<file path="config.mk">
export PLATFORM = sky130hd
export DESIGN_NAME = aspr_top
export DESIGN_NICKNAME = d
export VERILOG_FILES = /design/src/include/aspr_pkg.sv /design/src/hdl/aspr_top.sv
export VERILOG_INCLUDE_DIRS = /design/src /design/src/include
export SDC_FILE = /design/constraint.sdc
export NUM_CORES = 1
export LEC_CHECK = 0
export BUFFER_PORTS_ARGS = -buffer_cell sky130_fd_sc_hd__buf_2
export CORE_UTILIZATION = 67
export DETAILED_ROUTE_END_ITERATION = 7
export PLACE_DENSITY = 0.82
export SKIP_CTS_REPAIR_TIMING = 1
export SYNTH_ARGS = -nofsm -noshare
export SYNTH_HDL_FRONTEND = slang
export SYNTH_HIERARCHICAL = 1
export SYNTH_SLANG_ARGS = --single-unit
export TNS_END_PERCENT = 5
</file>
<file path="constraint.sdc">
create_clock -name aclk -period 10.6 [get_ports aclk]
set_input_delay 0.53 -clock aclk [delete_from_list [all_inputs] [get_ports aclk]]
set_output_delay 0.53 -clock aclk [all_outputs]
set_load 0.1 [all_outputs]
</file>
<file path="src/include/aspr_cfg.svh">
// register indexes, field positions, reset values and counts of the audio serial port
`ifndef ASPR_CFG_SVH
`define ASPR_CFG_SVH
`define ASPR_IDX_CTRL 6'h01
`define ASPR_IDX_PA_FMT 6'h03
`define ASPR_IDX_PA_CLK 6'h04
`define ASPR_IDX_PB_FMT 6'h05
`define ASPR_IDX_PB_CLK 6'h06
`define ASPR_IDX_STAT 6'h08
`define ASPR_IDX_TXD 6'h0A
`define ASPR_IDX_RXD 6'h0B
`define ASPR_CTRL_RST 7
`define ASPR_CTRL_RUN 0
`define ASPR_FMT_MASTER 2
`define ASPR_FMT_WLEN_LO 3
`define ASPR_FMT_WLEN_HI 7
`define ASPR_STAT_OVF 3
`define ASPR_STAT_UNF 4
`define ASPR_RST_CTRL 8'h00
`define ASPR_RST_FMT 8'hC0
`define ASPR_RST_CLK 8'h00
`define ASPR_HALF_BITS 7'h20
`define ASPR_LAST_MBIT 5'h1F
`define ASPR_MAX_WLEN 5'h18
`define ASPR_CHAN_BIT 24
`define ASPR_RESP_OKAY 2'h0
`define ASPR_RESP_SLVERR 2'h2
`endif

</file>
<file path="src/include/aspr_pkg.sv">
// types shared by the audio serial port design
package aspr_pkg;
	typedef enum logic [1:0] {
		ASPR_FMT_LJ = 2'h0,
		ASPR_FMT_I2S = 2'h1,
		ASPR_FMT_RJ = 2'h2
	} aspr_fmt_type;
	typedef enum logic [1:0] {
		ASPR_SRC_MCLK = 2'h0,
		ASPR_SRC_RXREF = 2'h1,
		ASPR_SRC_RECOV = 2'h2
	} aspr_src_type;
endpackage : aspr_pkg

</file>
<file path="src/hdl/aspr_top.sv">
// audio serial port with reset, power-down, register slave and sample fifos
`timescale 1ns/1ps
`default_nettype none
`include "aspr_cfg.svh"

// ------------------------------------------------------------
// sample fifo
// ------------------------------------------------------------
module aspr_fifo #(
	parameter int WIDTH = 32,
	parameter int DEPTH = 8
) (
	input wire logic aclk,
	input wire logic rst_n,
	input wire logic in_valid,
	output logic in_ready,
	input wire logic [WIDTH-1:0] in_data,
	output logic out_valid,
	input wire logic out_ready,
	output logic [WIDTH-1:0] out_data
);
	localparam int AW = $clog2(DEPTH);
	logic [WIDTH-1:0] mem_ff [DEPTH];
	logic [AW:0] wr_ff, rd_ff, nxt_wr, nxt_rd;
	logic push, pop;
	// full when pointers differ only in the wrap bit
	assign in_ready = (wr_ff ^ rd_ff) != {1'b1, {AW{1'b0}}};
	assign out_valid = wr_ff != rd_ff;
	assign out_data = mem_ff[rd_ff[AW-1:0]];
	assign push = in_valid && in_ready;
	assign pop = out_valid && out_ready;
	// pointer advance
	always_comb begin
		nxt_wr = push ? wr_ff + 1'b1 : wr_ff;
		nxt_rd = pop ? rd_ff + 1'b1 : rd_ff;
	end
	// storage needs no reset, pointers make it empty
	always_ff @(posedge aclk) begin
		if (!rst_n) begin
			wr_ff <= '0;
			rd_ff <= '0;
		end else begin
			wr_ff <= nxt_wr;
			rd_ff <= nxt_rd;
		end
		if (push) begin
			mem_ff[wr_ff[AW-1:0]] <= in_data;
		end
	end
endmodule : aspr_fifo

// ------------------------------------------------------------
// top level
// ------------------------------------------------------------
module aspr_top #(
	parameter int FIFO_DEPTH = 8
) (
	input wire logic aclk,
	input wire logic aresetn,
	input wire logic [7:0] s_axi_awaddr,
	input wire logic s_axi_awvalid,
	output logic s_axi_awready,
	input wire logic [31:0] s_axi_wdata,
	input wire logic [3:0] s_axi_wstrb,
	input wire logic s_axi_wvalid,
	output logic s_axi_wready,
	output logic [1:0] s_axi_bresp,
	output logic s_axi_bvalid,
	input wire logic s_axi_bready,
	input wire logic [7:0] s_axi_araddr,
	input wire logic s_axi_arvalid,
	output logic s_axi_arready,
	output logic [31:0] s_axi_rdata,
	output logic [1:0] s_axi_rresp,
	output logic s_axi_rvalid,
	input wire logic s_axi_rready,
	input wire logic master_clock_in,
	input wire logic receiver_reference_clock_input,
	input wire logic recovered_receiver_clock,
	input wire logic word_clock_port_a_in,
	output logic word_clock_port_a_out,
	output logic word_clock_port_a_oe_n,
	input wire logic bit_clock_port_a_in,
	output logic bit_clock_port_a_out,
	output logic bit_clock_port_a_oe_n,
	input wire logic serial_data_in_a,
	output logic serial_data_out_a
);
	import aspr_pkg::*;

	logic swrst_ff, rst_n, run_ff, ovf_ff, unf_ff;
	logic [7:0] fmt_ff, clk_ff;
	logic tx_in_valid, tx_in_ready, tx_out_valid, tx_out_ready;
	logic rx_in_valid, rx_in_ready, rx_out_valid, rx_out_ready;
	logic [31:0] tx_out_data, rx_in_data, rx_out_data;
	logic master;
	aspr_fmt_type fmt;
	logic [4:0] wlen;

	// pin or software reset, the software bit clears itself through rst_n
	assign rst_n = aresetn && !swrst_ff;
	assign master = fmt_ff[`ASPR_FMT_MASTER];
	assign fmt = aspr_fmt_type'(fmt_ff[1:0]);
	// word lengths of zero or above 24 act as 24
	assign wlen = (fmt_ff[`ASPR_FMT_WLEN_HI:`ASPR_FMT_WLEN_LO] == 5'h00 ||
		fmt_ff[`ASPR_FMT_WLEN_HI:`ASPR_FMT_WLEN_LO] > `ASPR_MAX_WLEN) ? `ASPR_MAX_WLEN :
		fmt_ff[`ASPR_FMT_WLEN_HI:`ASPR_FMT_WLEN_LO];

	// ------------------------------------------------------------
	// pin synchronisers: data, word clock, bit clock, three clock sources
	// ------------------------------------------------------------
	logic [5:0] s1_ff, s2_ff, s3_ff, nxt_s1;
	always_comb begin
		nxt_s1 = {serial_data_in_a, word_clock_port_a_in, bit_clock_port_a_in,
			recovered_receiver_clock, receiver_reference_clock_input, master_clock_in};
	end
	always_ff @(posedge aclk) begin
		if (!aresetn) begin
			s1_ff <= 6'h00;
			s2_ff <= 6'h00;
			s3_ff <= 6'h00;
		end else begin
			s1_ff <= nxt_s1;
			s2_ff <= s1_ff;
			s3_ff <= s2_ff;
		end
	end

	// ------------------------------------------------------------
	// clock generation and serial engine
	// ------------------------------------------------------------
	logic [1:0] mck_cnt_ff, nxt_mck_cnt;
	logic [4:0] mbit_ff, nxt_mbit;
	logic bclk_ff, nxt_bclk, lrck_ff, nxt_lrck, oe_n_ff, nxt_oe_n;
	logic lr_prev_ff, nxt_lr_prev, started_ff, nxt_started, sdout_ff, nxt_sdout;
	logic [6:0] pos_ff, nxt_pos, half_ff, nxt_half;
	logic [23:0] txw_ff, nxt_txw, rxs_ff, nxt_rxs;
	logic mck_rise, tick, rise_ev, fall_ev, lr_now, new_half, left;
	logic [6:0] st, p_use, k;
	logic [4:0] idx;
	logic [23:0] w_use;
	aspr_src_type src;

	assign src = aspr_src_type'(clk_ff[1:0]);
	always_comb begin
		nxt_mck_cnt = mck_cnt_ff;
		nxt_mbit = mbit_ff;
		nxt_bclk = bclk_ff;
		nxt_lrck = lrck_ff;
		nxt_lr_prev = lr_prev_ff;
		nxt_started = started_ff;
		nxt_sdout = sdout_ff;
		nxt_pos = pos_ff;
		nxt_half = half_ff;
		nxt_txw = txw_ff;
		nxt_rxs = rxs_ff;
		rx_in_valid = 1'b0;
		tx_out_ready = 1'b0;
		// rising edge of the selected master clock
		unique case (src)
			ASPR_SRC_RXREF: mck_rise = s2_ff[1] && !s3_ff[1];
			ASPR_SRC_RECOV: mck_rise = s2_ff[2] && !s3_ff[2];
			default: mck_rise = s2_ff[0] && !s3_ff[0];
		endcase
		// half bit period is clk_ff[3:2] + 1 master clocks: code 0..3 -> 1..4
		tick = master && mck_rise && (mck_cnt_ff == clk_ff[3:2]);
		if (master && mck_rise) begin
			nxt_mck_cnt = tick ? 2'h0 : mck_cnt_ff + 2'h1;
		end
		if (tick) begin
			nxt_bclk = !bclk_ff;
			if (bclk_ff) begin
				nxt_mbit = mbit_ff + 5'h01;
				if (mbit_ff == `ASPR_LAST_MBIT) begin
					nxt_lrck = !lrck_ff;
				end
			end
		end
		// both directions run from one bit clock event pair
		rise_ev = master ? (tick && !bclk_ff) : (s2_ff[3] && !s3_ff[3]);
		fall_ev = master ? (tick && bclk_ff) : (!s2_ff[3] && s3_ff[3]);
		lr_now = master ? nxt_lrck : s2_ff[4];
		new_half = fall_ev && (lr_now != lr_prev_ff);
		// first data position of the half frame
		unique case (fmt)
			ASPR_FMT_I2S: st = 7'h01;
			ASPR_FMT_RJ: st = (half_ff > {2'b00, wlen}) ? half_ff - {2'b00, wlen} : 7'h00;
			default: st = 7'h00;
		endcase
		p_use = new_half ? 7'h00 : pos_ff + 7'h01;
		w_use = new_half ? (tx_out_valid ? tx_out_data[23:0] : 24'h000000) : txw_ff;
		k = (rise_ev ? pos_ff : p_use) - st;
		idx = wlen - 5'h01 - k[4:0];
		left = (fmt == ASPR_FMT_I2S) ? !lr_prev_ff : lr_prev_ff;
		rx_in_data = {7'h00, !left, rxs_ff};
		if (rise_ev) begin
			// sample on the rising bit clock edge
			if (pos_ff >= st && k < {2'b00, wlen}) begin
				nxt_rxs = {rxs_ff[22:0], s2_ff[5]};
			end
		end
		if (fall_ev) begin
			nxt_pos = p_use;
			if (new_half) begin
				nxt_lr_prev = lr_now;
				nxt_started = 1'b1;
				// slave frames may be longer than 32 bits per half
				nxt_half = master ? `ASPR_HALF_BITS : pos_ff + 7'h01;
				rx_in_valid = started_ff;
				tx_out_ready = 1'b1;
				nxt_txw = w_use;
				nxt_rxs = 24'h000000;
			end
			// output changes on the falling bit clock edge
			nxt_sdout = (p_use >= st && k < {2'b00, wlen}) ? w_use[idx] : 1'b0;
		end
		nxt_oe_n = !master;
		// powered down port holds its idle values
		if (!run_ff) begin
			nxt_mck_cnt = 2'h0;
			nxt_mbit = 5'h00;
			nxt_bclk = 1'b0;
			nxt_lrck = 1'b0;
			nxt_lr_prev = 1'b0;
			nxt_started = 1'b0;
			nxt_sdout = 1'b0;
			nxt_pos = 7'h00;
			nxt_half = `ASPR_HALF_BITS;
			nxt_oe_n = 1'b1;
			rx_in_valid = 1'b0;
			tx_out_ready = 1'b0;
		end
	end
	always_ff @(posedge aclk) begin
		if (!rst_n) begin
			mck_cnt_ff <= 2'h0;
			mbit_ff <= 5'h00;
			bclk_ff <= 1'b0;
			lrck_ff <= 1'b0;
			lr_prev_ff <= 1'b0;
			started_ff <= 1'b0;
			sdout_ff <= 1'b0;
			pos_ff <= 7'h00;
			half_ff <= `ASPR_HALF_BITS;
			txw_ff <= 24'h000000;
			rxs_ff <= 24'h000000;
			oe_n_ff <= 1'b1;
		end else begin
			mck_cnt_ff <= nxt_mck_cnt;
			mbit_ff <= nxt_mbit;
			bclk_ff <= nxt_bclk;
			lrck_ff <= nxt_lrck;
			lr_prev_ff <= nxt_lr_prev;
			started_ff <= nxt_started;
			sdout_ff <= nxt_sdout;
			pos_ff <= nxt_pos;
			half_ff <= nxt_half;
			txw_ff <= nxt_txw;
			rxs_ff <= nxt_rxs;
			oe_n_ff <= nxt_oe_n;
		end
	end
	assign bit_clock_port_a_out = bclk_ff;
	assign word_clock_port_a_out = lrck_ff;
	assign bit_clock_port_a_oe_n = oe_n_ff;
	assign word_clock_port_a_oe_n = oe_n_ff;
	assign serial_data_out_a = sdout_ff;

	// ------------------------------------------------------------
	// sample fifos
	// ------------------------------------------------------------
	// held write data, also the tx fifo input
	logic [31:0] wdata_ff;
	aspr_fifo #(.WIDTH(32), .DEPTH(FIFO_DEPTH)) u_tx_fifo (
		.aclk(aclk), .rst_n(rst_n),
		.in_valid(tx_in_valid), .in_ready(tx_in_ready), .in_data(wdata_ff),
		.out_valid(tx_out_valid), .out_ready(tx_out_ready), .out_data(tx_out_data)
	);
	aspr_fifo #(.WIDTH(32), .DEPTH(FIFO_DEPTH)) u_rx_fifo (
		.aclk(aclk), .rst_n(rst_n),
		.in_valid(rx_in_valid), .in_ready(rx_in_ready), .in_data(rx_in_data),
		.out_valid(rx_out_valid), .out_ready(rx_out_ready), .out_data(rx_out_data)
	);

	// ------------------------------------------------------------
	// axi4-lite slave and register file
	// ------------------------------------------------------------
	logic aw_got_ff, nxt_aw_got, w_got_ff, nxt_w_got, awr_ff, nxt_awr, wr_ff, nxt_wrdy;
	logic bv_ff, nxt_bv, rv_ff, nxt_rv, arr_ff, nxt_arr;
	logic [5:0] awi_ff, nxt_awi, ari;
	logic [31:0] nxt_wdata, rdata_ff, nxt_rdata;
	logic [3:0] wstrb_ff, nxt_wstrb;
	logic [1:0] bresp_ff, nxt_bresp, rresp_ff, nxt_rresp;
	logic nxt_swrst, nxt_run, nxt_ovf, nxt_unf, wr_do, lane0;
	logic [7:0] nxt_fmt, nxt_clk;

	always_comb begin
		nxt_aw_got = aw_got_ff;
		nxt_awi = awi_ff;
		nxt_w_got = w_got_ff;
		nxt_wdata = wdata_ff;
		nxt_wstrb = wstrb_ff;
		nxt_bv = bv_ff;
		nxt_bresp = bresp_ff;
		nxt_rv = rv_ff;
		nxt_rdata = rdata_ff;
		nxt_rresp = rresp_ff;
		nxt_swrst = 1'b0;
		nxt_run = run_ff;
		nxt_fmt = fmt_ff;
		nxt_clk = clk_ff;
		rx_out_ready = 1'b0;
		if (s_axi_awvalid && awr_ff) begin
			nxt_aw_got = 1'b1;
			nxt_awi = s_axi_awaddr[7:2];
		end
		if (s_axi_wvalid && wr_ff) begin
			nxt_w_got = 1'b1;
			nxt_wdata = s_axi_wdata;
			nxt_wstrb = s_axi_wstrb;
		end
		lane0 = wstrb_ff[0];
		// a full tx fifo stalls the write response
		tx_in_valid = aw_got_ff && w_got_ff && !bv_ff && awi_ff == `ASPR_IDX_TXD;
		wr_do = aw_got_ff && w_got_ff && !bv_ff && (awi_ff != `ASPR_IDX_TXD || tx_in_ready);
		if (wr_do) begin
			nxt_aw_got = 1'b0;
			nxt_w_got = 1'b0;
			nxt_bv = 1'b1;
			nxt_bresp = `ASPR_RESP_OKAY;
			unique case (awi_ff)
				`ASPR_IDX_CTRL: if (lane0) begin
					nxt_swrst = wdata_ff[`ASPR_CTRL_RST];
					nxt_run = wdata_ff[`ASPR_CTRL_RUN];
				end
				`ASPR_IDX_PA_FMT: if (lane0) nxt_fmt = wdata_ff[7:0];
				`ASPR_IDX_PA_CLK: if (lane0) nxt_clk = wdata_ff[7:0];
				`ASPR_IDX_PB_FMT, `ASPR_IDX_PB_CLK, `ASPR_IDX_STAT, `ASPR_IDX_TXD, `ASPR_IDX_RXD: ;
				default: nxt_bresp = `ASPR_RESP_SLVERR;
			endcase
		end else if (bv_ff && s_axi_bready) begin
			nxt_bv = 1'b0;
		end
		// sticky flags: write one clears, a new event wins
		nxt_ovf = (ovf_ff && !(wr_do && lane0 && awi_ff == `ASPR_IDX_STAT && wdata_ff[`ASPR_STAT_OVF])) ||
			(rx_in_valid && !rx_in_ready);
		nxt_unf = (unf_ff && !(wr_do && lane0 && awi_ff == `ASPR_IDX_STAT && wdata_ff[`ASPR_STAT_UNF])) ||
			(tx_out_ready && !tx_out_valid);
		ari = s_axi_araddr[7:2];
		if (s_axi_arvalid && arr_ff) begin
			nxt_rv = 1'b1;
			nxt_rresp = `ASPR_RESP_OKAY;
			nxt_rdata = 32'h00000000;
			unique case (ari)
				`ASPR_IDX_CTRL: nxt_rdata[`ASPR_CTRL_RUN] = run_ff;
				`ASPR_IDX_PA_FMT: nxt_rdata[7:0] = fmt_ff;
				`ASPR_IDX_PA_CLK: nxt_rdata[7:0] = clk_ff;
				`ASPR_IDX_PB_FMT, `ASPR_IDX_PB_CLK, `ASPR_IDX_TXD: ;
				`ASPR_IDX_STAT: nxt_rdata[4:0] = {unf_ff, ovf_ff, rx_out_valid, !tx_in_ready, !tx_out_valid};
				`ASPR_IDX_RXD: begin
					nxt_rdata = rx_out_valid ? rx_out_data : 32'h00000000;
					rx_out_ready = rx_out_valid;
				end
				default: nxt_rresp = `ASPR_RESP_SLVERR;
			endcase
		end else if (rv_ff && s_axi_rready) begin
			nxt_rv = 1'b0;
		end
		nxt_awr = !nxt_aw_got && !nxt_bv;
		nxt_wrdy = !nxt_w_got && !nxt_bv;
		nxt_arr = !nxt_rv;
	end
	// bus handshake survives a software reset, register contents do not
	always_ff @(posedge aclk) begin
		if (!aresetn) begin
			aw_got_ff <= 1'b0;
			awi_ff <= 6'h00;
			w_got_ff <= 1'b0;
			wdata_ff <= 32'h00000000;
			wstrb_ff <= 4'h0;
			bv_ff <= 1'b0;
			bresp_ff <= `ASPR_RESP_OKAY;
			rv_ff <= 1'b0;
			rdata_ff <= 32'h00000000;
			rresp_ff <= `ASPR_RESP_OKAY;
			awr_ff <= 1'b0;
			wr_ff <= 1'b0;
			arr_ff <= 1'b0;
		end else begin
			aw_got_ff <= nxt_aw_got;
			awi_ff <= nxt_awi;
			w_got_ff <= nxt_w_got;
			wdata_ff <= nxt_wdata;
			wstrb_ff <= nxt_wstrb;
			bv_ff <= nxt_bv;
			bresp_ff <= nxt_bresp;
			rv_ff <= nxt_rv;
			rdata_ff <= nxt_rdata;
			rresp_ff <= nxt_rresp;
			awr_ff <= nxt_awr;
			wr_ff <= nxt_wrdy;
			arr_ff <= nxt_arr;
		end
	end
	always_ff @(posedge aclk) begin
		if (!rst_n) begin
			swrst_ff <= 1'b0;
			run_ff <= 1'b0;
			fmt_ff <= `ASPR_RST_FMT;
			clk_ff <= `ASPR_RST_CLK;
			ovf_ff <= 1'b0;
			unf_ff <= 1'b0;
		end else begin
			swrst_ff <= nxt_swrst;
			run_ff <= nxt_run;
			fmt_ff <= nxt_fmt;
			clk_ff <= nxt_clk;
			ovf_ff <= nxt_ovf;
			unf_ff <= nxt_unf;
		end
	end
	assign s_axi_awready = awr_ff;
	assign s_axi_wready = wr_ff;
	assign s_axi_bvalid = bv_ff;
	assign s_axi_bresp = bresp_ff;
	assign s_axi_arready = arr_ff;
	assign s_axi_rvalid = rv_ff;
	assign s_axi_rdata = rdata_ff;
	assign s_axi_rresp = rresp_ff;
endmodule : aspr_top
`default_nettype wire

</file>
======== Word-level counts from Yosys, hierarchy flattened ========
Memories as Yosys holds them, arrays and structs flattened. A register that Yosys moved wholly into a read port is not among the register bits.
Index checks and enable logic that the tools add are counted.
storage, ports and cells
  flip-flop bits (word level) ............. 209
  RAM bits ................................ 456
  bits of input ports ..................... 65
  output and inout port bits .............. 46
  logic and storage cells ................. 213
  memories kept ........................... 2
memory list
  memory            depth  bits a word  rd ports  clocked after memory_dff  wr ports  RTL line        RTL
  u_tx_fifo.mem_ff  8      32           1         1                         1         aspr_top.sv:23  logic [WIDTH-1:0] mem_ff [DEPTH];
  u_rx_fifo.mem_ff  8      25           1         1                         1         aspr_top.sv:23
cells by class
  $add $sub $neg .......................... 11
  magnitude comparators ................... 6
  equality and inequality tests ........... 28
  mux-type cells .......................... 55
  bitwise logic cells ..................... 2
  reduce and logical (&&, ||, !) cells .... 71
operator list
  kind                   count
  $mux W24               7
  $eq A6 B3 Y1 const B   6
  $eq A6 B4 Y1 const B   6
  $logic_and A1 B1 Y1    36
  $mux W32               1
  $mux W1                29
  $mux W7                4
  $logic_not A1 Y1       21
  $add A4 B1 Y4 const B  4
  $pmux W4 S4            1
  $reduce_or A8 Y1       2
  $ge A7 B7 Y1           2
  $pmux W7 S2            1
  $eq A6 B1 Y1 const B   2
  $eq A6 B2 Y1 const B   2
  $mux W3                4
  $pmux W3 S3            1
  $reduce_and A3 Y1      3
  $ne A4 B4 Y1           2
  $ne A4 B4 Y1 const B   2
  $xor A4 B4 Y4          2
  $add A7 B1 Y7 const B  1
  $gt A7 B5 Y1           1
  $lt A7 B5 Y1           1
  other kinds (23)       32

======== Depth between registers and ports, before layout ========
Gate-level depths: netlist (run 1).
  depth after elaboration ................. 18
  gate-level depth with buffers ........... 25
  depth with buffers taken out ............ 21

======== Hierarchy ========
The synthesis (run 1) kept the hierarchy.
by module, submodules not included
  module     instances  cells each  area each (um^2)  seq. area each (um^2)
  aspr_fifo  2          455         10485.1           7907.6
  aspr_top   1          1123        9542.9            3823.7

======== Worst setup path after synthesis (run 1) ========
OpenSTA, ideal clock, no wires.
  path type ............................... register -> register
  start point ............................. reg bclk_ff (netlist: bit_clock_port_a_out)
  end point ............................... mem u_rx_fifo/mem_ff[5][0] (netlist bit) (enable)
  setup time .............................. 0.513 ns
  arrival time ............................ 6.241 ns
  required time ........................... 10.087 ns
  setup slack ............................. 3.845 ns
  cell stages (with the launch flop) ...... 11
  path buffers ............................ 2
  period minus slack after synthesis ...... 6.755 ns
  cells stage by stage .................... dfxtp_1 > inv_1 > nor3_1 > and3_1 > clkbuf_1 > o21ai_1 > mux2i_4 > buf_2 > and3_1 > nand2_1 > nor4b_1
between the ends
  word-level cells in the longest chain between the ends .. 11
  elaborated cells between the ends (all ways) .. 13
  classes of those cells .................. eq/ne (1); mux (9); reduce/logical (3)
RTL lines
  what                               RTL line         RTL
  start: declaration                 aspr_top.sv:134  logic bclk_ff, nxt_bclk, lrck_ff, nxt_lrck, oe_n_ff, nxt_oe_n;
  start signal: assignment           aspr_top.sv:251  bclk_ff <= nxt_bclk;
  $mux W1                            aspr_top.sv:172  if (bclk_ff) begin
  $mux W1                            aspr_top.sv:170  if (tick) begin
  $mux W1                            aspr_top.sv:182  lr_now = master ? nxt_lrck : s2_ff[4];
  $ne A1 B1 Y1                       aspr_top.sv:183  new_half = fall_ev && (lr_now != lr_prev_ff);
  $logic_and A1 B1 Y1                aspr_top.sv:183
  $mux W1                            aspr_top.sv:204  if (new_half) begin
  $mux W1 (*)                        aspr_top.sv:202  if (fall_ev) begin
  $mux W1 (*)                        aspr_top.sv:219  if (!run_ff) begin
  named net rx_in_valid              aspr_top.sv:94   logic rx_in_valid, rx_in_ready, rx_out_valid, rx_out_ready;
  $logic_and A1 B1 Y1 (*)            aspr_top.sv:30   assign push = in_valid && in_ready;
  $mux W1 (*)                        aspr_top.sv:46   if (push) begin
  $mux W1 (implied by the code) (*)  aspr_top.sv:47   mem_ff[wr_ff[AW-1:0]] <= in_data;
  end: declaration                   aspr_top.sv:23
Mark *: on every way through the listed nets, which the timed path passes. The rest lies on a longest branch.

======== Worst setup path after layout (run 1) ========
  start point ............................. reg clk_ff[0]
  end point ............................... reg rxs_ff[11]
between the ends
  word-level cells in the longest chain between the ends .. 17
  elaborated cells between the ends (all ways) .. 22
  classes of those cells .................. add/sub (1); order compare (1); eq/ne (3); mux (11); reduce/logical (6)
RTL lines
  what                                          RTL line         RTL
  start: declaration                            aspr_top.sv:92   logic [7:0] fmt_ff, clk_ff;
  start signal: assignment                      aspr_top.sv:410  clk_ff <= `ASPR_RST_CLK;
  start signal: assignment                      aspr_top.sv:417  clk_ff <= nxt_clk;
  $eq A2 B2 Y1 or $eq A2 B1 Y1 (tied branches)  aspr_top.sv:160  unique case (src)
  $pmux W1 S2 (*)                               aspr_top.sv:160
  $logic_and A1 B1 Y1 (*) (2 in a row)          aspr_top.sv:166  tick = master && mck_rise && (mck_cnt_ff == clk_ff[3:2]);
  $mux W1                                       aspr_top.sv:170
  $mux W1                                       aspr_top.sv:182
  $ne A1 B1 Y1                                  aspr_top.sv:183
  $logic_and A1 B1 Y1                           aspr_top.sv:183
  $mux W7                                       aspr_top.sv:190  p_use = new_half ? 7'h00 : pos_ff + 7'h01;
  $mux W7                                       aspr_top.sv:192  k = (rise_ev ? pos_ff : p_use) - st;
  $sub A7 B7 Y7                                 aspr_top.sv:192
  $lt A7 B5 Y1                                  aspr_top.sv:198  if (pos_ff >= st && k < {2'b00, wlen}) begin
  $logic_and A1 B1 Y1                           aspr_top.sv:198
  $mux W24                                      aspr_top.sv:198
  $mux W24                                      aspr_top.sv:196  if (rise_ev) begin
  $mux W24                                      aspr_top.sv:204
  $mux W24 (*)                                  aspr_top.sv:202
  end signal: assignment                        aspr_top.sv:259  rxs_ff <= nxt_rxs;
  end: declaration                              aspr_top.sv:137  logic [23:0] txw_ff, nxt_txw, rxs_ff, nxt_rxs;
Every way passes the cells marked *; elsewhere a longest branch is shown, timed or not.
A chain may end at the register's enable or synchronous reset.

==> results of run 1 <==
-- worst register-to-register path: cells and delay by family (launching register included) --
family                     cells  cell delay [ns]
and+or+nand+nor                6             1.77
DFF                            1             0.39
muxes                          2             1.11
buffers and inverters          3             0.32
AOI/OAI and AO/OA              5             1.63
adders and majority gates      5             1.83
-- registers in the layout, indices dropped and copies added (netlist names), 8 cells and up, named ones only --
register          cells
rxs_ff               24
txw_ff               24
fmt_ff                8
u_rx_fifo/mem_ff    256
s_axi_rdata          32
wdata_ff             24
u_tx_fifo/mem_ff    192
clk_ff                8
-- power breakdown --
part | total (mW) | leakage [nW] | internal (mW) | switching, mW
clock | 2.19 | 0.993 | 1.27 | 0.924
combinational | 0.126 | 3.53 | 0.0342 | 0.0917
sequential | 2.74 | 5.60 | 2.72 | 0.0202
-- metal layers --
| metal | routed length [um] | vias up |
|---|---|---|
| met3 | 3850 | 166 |
| li1 | - | 7464 |
| met4 | 2370 | 0 |
| met1 | 23000 | 8357 |
| met5 | 0 | - |
| met2 | 31700 | 740 |
-- stage by stage --
step	util	area (um2)
2_1_floorplan	-	28000
3_3_place_gp	0.706	28800
3_5_place_dp	0.706	28800
4_1_cts	0.755	30800
5_1_grt	0.755	30800
6_report	0.755	30800
-- path summary, 6_finish.rpt --
path                             startpoint          to  cells past startpoint
max                               clk_ff[0]  rxs_ff[11]                     21
min          receiver_reference_clock_input    s1_ff[1]                      2
max reg2reg                       clk_ff[0]  rxs_ff[11]                     21
min reg2reg                        s1_ff[2]    s2_ff[2]                      1
-- placed cells by master (no fill, tap or decap), types with 6 or more instances in the layout --
cell type and count:
xnor2_1 21, nor2_1 66, mux2i_1 48, mux4_1 23
mux2_4 9, nor2b_1 14, and2_1 39, nand3_1 67
dfxtp_1 200, a21o_1 11, ha_1 41, nand2b_1 25
buf_4 34, edfxtp_1 448, mux2_2 55, mux4_2 98
o21ai_0 30, nand2_1 193, a21oi_1 72, clkbuf_16 61
nor3_1 20, clkinv_1 6, buf_2 93, a41oi_1 7
clkbuf_8 12, conb_1 58, xor2_1 21, o31ai_1 25
and3b_1 6, clkbuf_1 16, inv_1 31, a21boi_0 57
and3_1 7, nand4_1 31, clkinv_2 6, a222oi_1 7
-- cell type report --
cell class              count  area share
repair buffers            127      0.0234
well taps                 532      0.0216
diodes                      1   0.0000811
clock buffers              90      0.0570
inverters                  31     0.00377
multi-input cells        1157       0.316
clock inverters            23     0.00852
flip-flops and latches    653       0.570
==> summary.txt, run 1 <==
Setup path
  – WP data arrival: ~7.7 ns
  – Max FO, Critical Path: 41
  – Crit path max-delay cell type: mux2_2
  – CP cell instances: inv_1 -> ha_1 -> or3_1 -> and3_1 -> a311o_1 -> mux2_2 -> nand2_1 -> mux2_2 -> ha_1 -> fa_1 -> inv_1 -> ha_1 -> nor2b_1 -> o21ai_0 -> nand2b_1 -> maj3_1 -> a211oi_1 -> buf_4 -> nand2b_1 -> o31ai_1 -> a21oi_1
  – Critical path's largest stage delay: just over 0.8 ns
  – Type of destination of the critical path: register
  – Req. time, crit path: between 10 and 15 ns
  – Kind of critical path: register to register
  – Combined buffer and inverter count along the critical path: 3
  – Flop-to-flop setup slack: approximately 3.4 ns
  – CP dominant cell by count: ha_1
  – CP startpoint kind: register
  – CP top delay family: adder cells

Timing
  – Crit share post-route: 0.681
  – RSZ-0062 raised after global routing: no
  – Slew of the pin with the lowest slew margin: between 1 and 1.5 ns
  – Rel. slew slack: 0.136
  – Minimum clock period: 7.22 ns
  – Final count of hold timing violations: 0
  – Clock Skews: 0.0318 ns
  – Fin worst setup slack: 3.38 ns
  – Max Fclk: about 140 MHz
  – Final Setup Violations: 0
  – Worst hold slack: between 0.1 and 0.15 ns
  – Final setup TNS: 0 ns
  – Final Max Tran Viols: 0

Global routing
  – Tot GR Track Use: 0.296
  – GRT overflow: 0
  – GR peak layer: met2
  – First-pass GRT wire length: 93600 um
  – Initial antenna violation count: 1
  – Largest net degree at the start of global routing: 86
  – Met3 usage in global routing: 0.0423
  – Vias in the first global route: approximately 17000
  – Grt met1 use: 0.367
  – M2 GR Usage: 0.519

Clocking
  – Clk pin slew, worst setup/hold paths: 0.07 ns
  – Htree depth: 2
  – Sink Count: around 650
  – CTS tree: yes
  – Clock Path Buffers: 3
  – Root Buffer: clkbuf_16
  – Clock latency on the worst-skew pair: between 0.6 and 0.7 ns
  – Num CTS Buffers: 60

Detailed routing
  – WL/cell: between 20 and 25 um
  – Via count: between 15000 and 20000
  – DRT Wirelength: between 60000 and 70000 um
  – Vias per cell: approximately 6.4
  – Initial DRC count: roughly 1400
  – DRC Markers: 0
  – Pre-antenna DRT Iters: 8
  – Post-DRT Antenna Nets: 0

Final layout
  – FF+latch area: approximately 18000 um2
  – Share of cells above drive strength 1: 0.201
  – Fillers: about 2300
  – Layout area overhead: 11.0%
  – Multi-input gate area: ~9700 um2
  – Post-Layout Cell Count: roughly 2600
  – Final nets: 2139

Place
  – Inst Count DP: 2500
  – DP HPWL: 35200 um
  – Place WS: between 3 and 4 ns
  – Port Buffers: 93
  – Placer Congestion: approximately 0.90

Power and ir drop
  – VDD IR max: between 0.15 and 0.2 mV
  – LEAKAGE: 10.1 nW
  – PD cells: approximately 160 nW/um2
  – Power, Total: 5.05 mW

Floorplanning
  – Die X: about 210 um
  – Initial core utilization: 0.681
  – Num rows: 74
  – Die H: a little over 200 um
  – # IOs: around 110
  – Core area: 40800 um2
  – Die Footprint: about 42000 um2

Logic synthesis
  – Syn_area_per_cell: around 15 um2
  – Synthesized area: between 20000 and 30000 um2
  – Synth Warn #: 6
  – Syn Inst Count: 1913

Status
  – Status: complete, no violations

Min path
  – Worst min path class: input pin to register

Run
  – Maxcap violations: 0
(Power assumes the default switching activity.)
==> run 2: changes to the inputs <==
--- a/config.mk
+++ b/config.mk
@@ -6,10 +6,11 @@
 export SDC_FILE = /design/constraint.sdc
 export NUM_CORES = 1
 export LEC_CHECK = 0
+export ABC_AREA = 1
 export BUFFER_PORTS_ARGS = -buffer_cell sky130_fd_sc_hd__buf_2
-export CORE_UTILIZATION = 67
+export CORE_UTILIZATION = 57
 export DETAILED_ROUTE_END_ITERATION = 7
-export PLACE_DENSITY = 0.82
+export PLACE_DENSITY = 0.74
 export SKIP_CTS_REPAIR_TIMING = 1
 export SYNTH_ARGS = -nofsm -noshare
 export SYNTH_HDL_FRONTEND = slang
==> constraint.sdc (replaced) <==
create_clock -name aclk -period 6.35 [get_ports aclk]
set_input_delay 0.3175 -clock aclk [delete_from_list [all_inputs] [get_ports aclk]]
set_output_delay 0.3175 -clock aclk [all_outputs]
set_load 0.1 [all_outputs]
==> summary.txt, run 2 <==
Setup path
  – Max FO, Critical Path: 48 (+17%)
  – CP top delay family: simple AND/OR/NAND/NOR gates
  – Worst R2R Path Depth: 29 (+38%)
  – FF-to-FF End: rxs_ff[8]
  – CP dominant cell by count: nand2_1
  – R2r startpoint: mbit_ff[0]
  – Crit path max-delay cell type: buf_4
  – Type of destination of the critical path: register
  – CP startpoint kind: register
  – Critical path's largest stage delay: 0.48 ns (-0.33 ns)
  – WP data arrival: 5.90 ns (-1.77 ns)
  – Flop-to-flop setup slack: 0.98 ns (-2.40 ns)
  – Req. time, crit path: 6.87 ns (-4.18 ns)
  – Kind of critical path: register to register
  – Combined buffer and inverter count along the critical path: 6 (+3)

Floorplanning
  – Die H: 223 um (+8.5%)
  – Core area: 48000 um2 (+18%)
  – Initial core utilization: 0.581 (-0.100)
  – # IOs: 111 (unchanged)
  – Num rows: 80 (+8.1%)
  – Die Footprint: 49800 um2 (+18%)
  – Die X: 223 um (+8.5%)

Final layout
  – Commonest non-fill, non-tap cells in the layout: nand2_1, nor2_1, edfxtp_1
  – Share of cells above drive strength 1: 0.103 (-0.0986)
  – Utilization after layout: 0.650 (-0.106)
  – Most common cell after layout, fill and taps aside: nand2_1
  – Max reg flops: 256 (unchanged)
  – Layout area overhead: 11.9%
  – Final nets: 3094 (+45%)
  – Fillers: 3726 (+59%)

Clocking
  – Sink Count: 653 (unchanged)
  – Clk pin slew, worst setup/hold paths: 0.06 ns (about the same)
  – CTS tree: yes
  – Clock latency on the worst-skew pair: 0.62 ns (about the same)
  – Root Buffer: clkbuf_16
  – Num CTS Buffers: 67 (+12%)
  – Clock Path Buffers: 3 (unchanged)
  – Htree depth: 3 (+1)

Place
  – DP HPWL: 38000 um (+8.1%)
  – Place WS: 1.09 ns (-2.42 ns)
  – Placer Congestion: 0.886 (-1.1%)
  – Port Buffers: 93 (unchanged)

Timing
  – Rel. slew slack: 0.296 (+0.160)
  – Final Max Tran Viols: 0 (unchanged)
  – Fin worst setup slack: 0.976 ns (-2.40 ns)
  – Final Setup Violations: 0 (unchanged)
  – Max Fclk: 186 MHz (+34%)
  – Minimum clock period: 5.37 ns (-1.85 ns)
  – RSZ-0062 raised after global routing: no
  – Crit share post-route: 0.846 (+0.165)
  – Slew of the pin with the lowest slew margin: 1.05 ns (-0.240 ns)
  – Final count of hold timing violations: 2 (+2)
  – Final setup TNS: 0 ns (unchanged)
  – Worst hold slack: -0.0436 ns (-0.170 ns)
  – Clock Skews: 0.0343 ns (+0.00246 ns)

Logic synthesis
  – Synthesized area: 27900 um2 (+0.37%)
  – Synth Warn #: 6 (unchanged)
  – Syn_area_per_cell: 9.68 um2 (-33%)
  – Syn Inst Count: 2881 (+51%)

Global routing
  – GRT overflow: 0 (unchanged)
  – M2 GR Usage: 0.447 (-0.0721)
  – Tot GR Track Use: 0.262 (-0.0337)
  – Met3 usage in global routing: 0.0419 (-0.000406)
  – GR peak layer: met2
  – Vias in the first global route: 19585 (+16%)
  – Grt met1 use: 0.335 (-0.0326)
  – Initial antenna violation count: 1 (unchanged)
  – Largest net degree at the start of global routing: 77 (-10%)
  – First-pass GRT wire length: 102000 um (+9.0%)

Power and ir drop
  – VDD IR max: 0.252 mV (+37%)
  – PD cells: 279 nW/um2 (+70%)
  – LEAKAGE: 12.3 nW (+22%)

Min path
  – WHS Endpoint: wdata_ff[18]
  – Hold Path Origin: s_axi_wdata[18]
  – Worst min path class: input pin to register
  – Hold depth: 3 (+1)

Run
  – Maxcap violations: 0 (unchanged)

Status
  – Failing checks: hold timing
  – Status: finished, violations left

Detailed routing
  – WL/cell: 17.9 um (-23%)
  – Post-DRT Antenna Nets: 0 (unchanged)
  – DRT Wirelength: 65500 um (+7.5%)
  – Initial DRC count: 1767 (+22%)
  – DRC Markers: 0 (unchanged)
  – Via count: 20379 (+22%)
  – Vias per cell: 5.58 (-13%)
  – Pre-antenna DRT Iters: 7 (-1)
[run 2: power breakdown]
group          internal, mW  switching, mW  total (mW)
combinational        0.0528          0.144       0.197
sequential             4.58         0.0539        4.63
clock                  2.25           1.61        3.87
[run 2: worst max path at each step]
stage,from,to,slack [ns],cells past startpoint
after floorplan,bit_clock_port_a_out,u_rx_fifo/mem_ff[4][0],1.08,12
after global placement,mbit_ff[0],rxs_ff[21],1.22,29
after detailed placement,mbit_ff[0],rxs_ff[2],1.09,29
after CTS,mbit_ff[0],rxs_ff[8],1.02,29
after global routing,fmt_ff[7],rxs_ff[8],0.50,29
final,mbit_ff[0],rxs_ff[8],0.98,29
[run 2: worst register-to-register path, delay by kind of cell, from the launching register on]
family | cells | cell delay, ns
adders and majority gates | 4 | 0.99
AOI/OAI and AO/OA | 3 | 0.63
and+or+nand+nor | 15 | 2.05
xor gates and xnor gates | 1 | 0.17
buffers and inverters | 6 | 1.14
DFF | 1 | 0.34
[run 2: metal layers]
metal	up-vias	part of all wire
met1	9744	0.41
met2	704	0.49
met5	-	0
met4	0	0.028
met3	129	0.070
li1	9802	-
[run 2: area by class of cell]
class	instances	area (um2)	share of cell area
antenna	1	2.50	0.0000802
timing repair buffer	137	823	0.0264
sequential	653	17600	0.563
clock buffer	97	1890	0.0606
clock inverter	24	294	0.00942
inverter	214	805	0.0258
tap	615	769	0.0247
multi-input combinational	1912	9060	0.290
[run 2: metrics by stage]
step | total power, mW | cell area (um2) | cells
CTS | 8.75 | 31100 | 3641
floorplan | 4.83 | 28100 | 2938
global route | 8.95 | 31200 | 3652
detailed placement | 4.91 | 28900 | 3520
global placement | 4.90 | 28900 | 3520
finish | 8.69 | 31200 | 3653
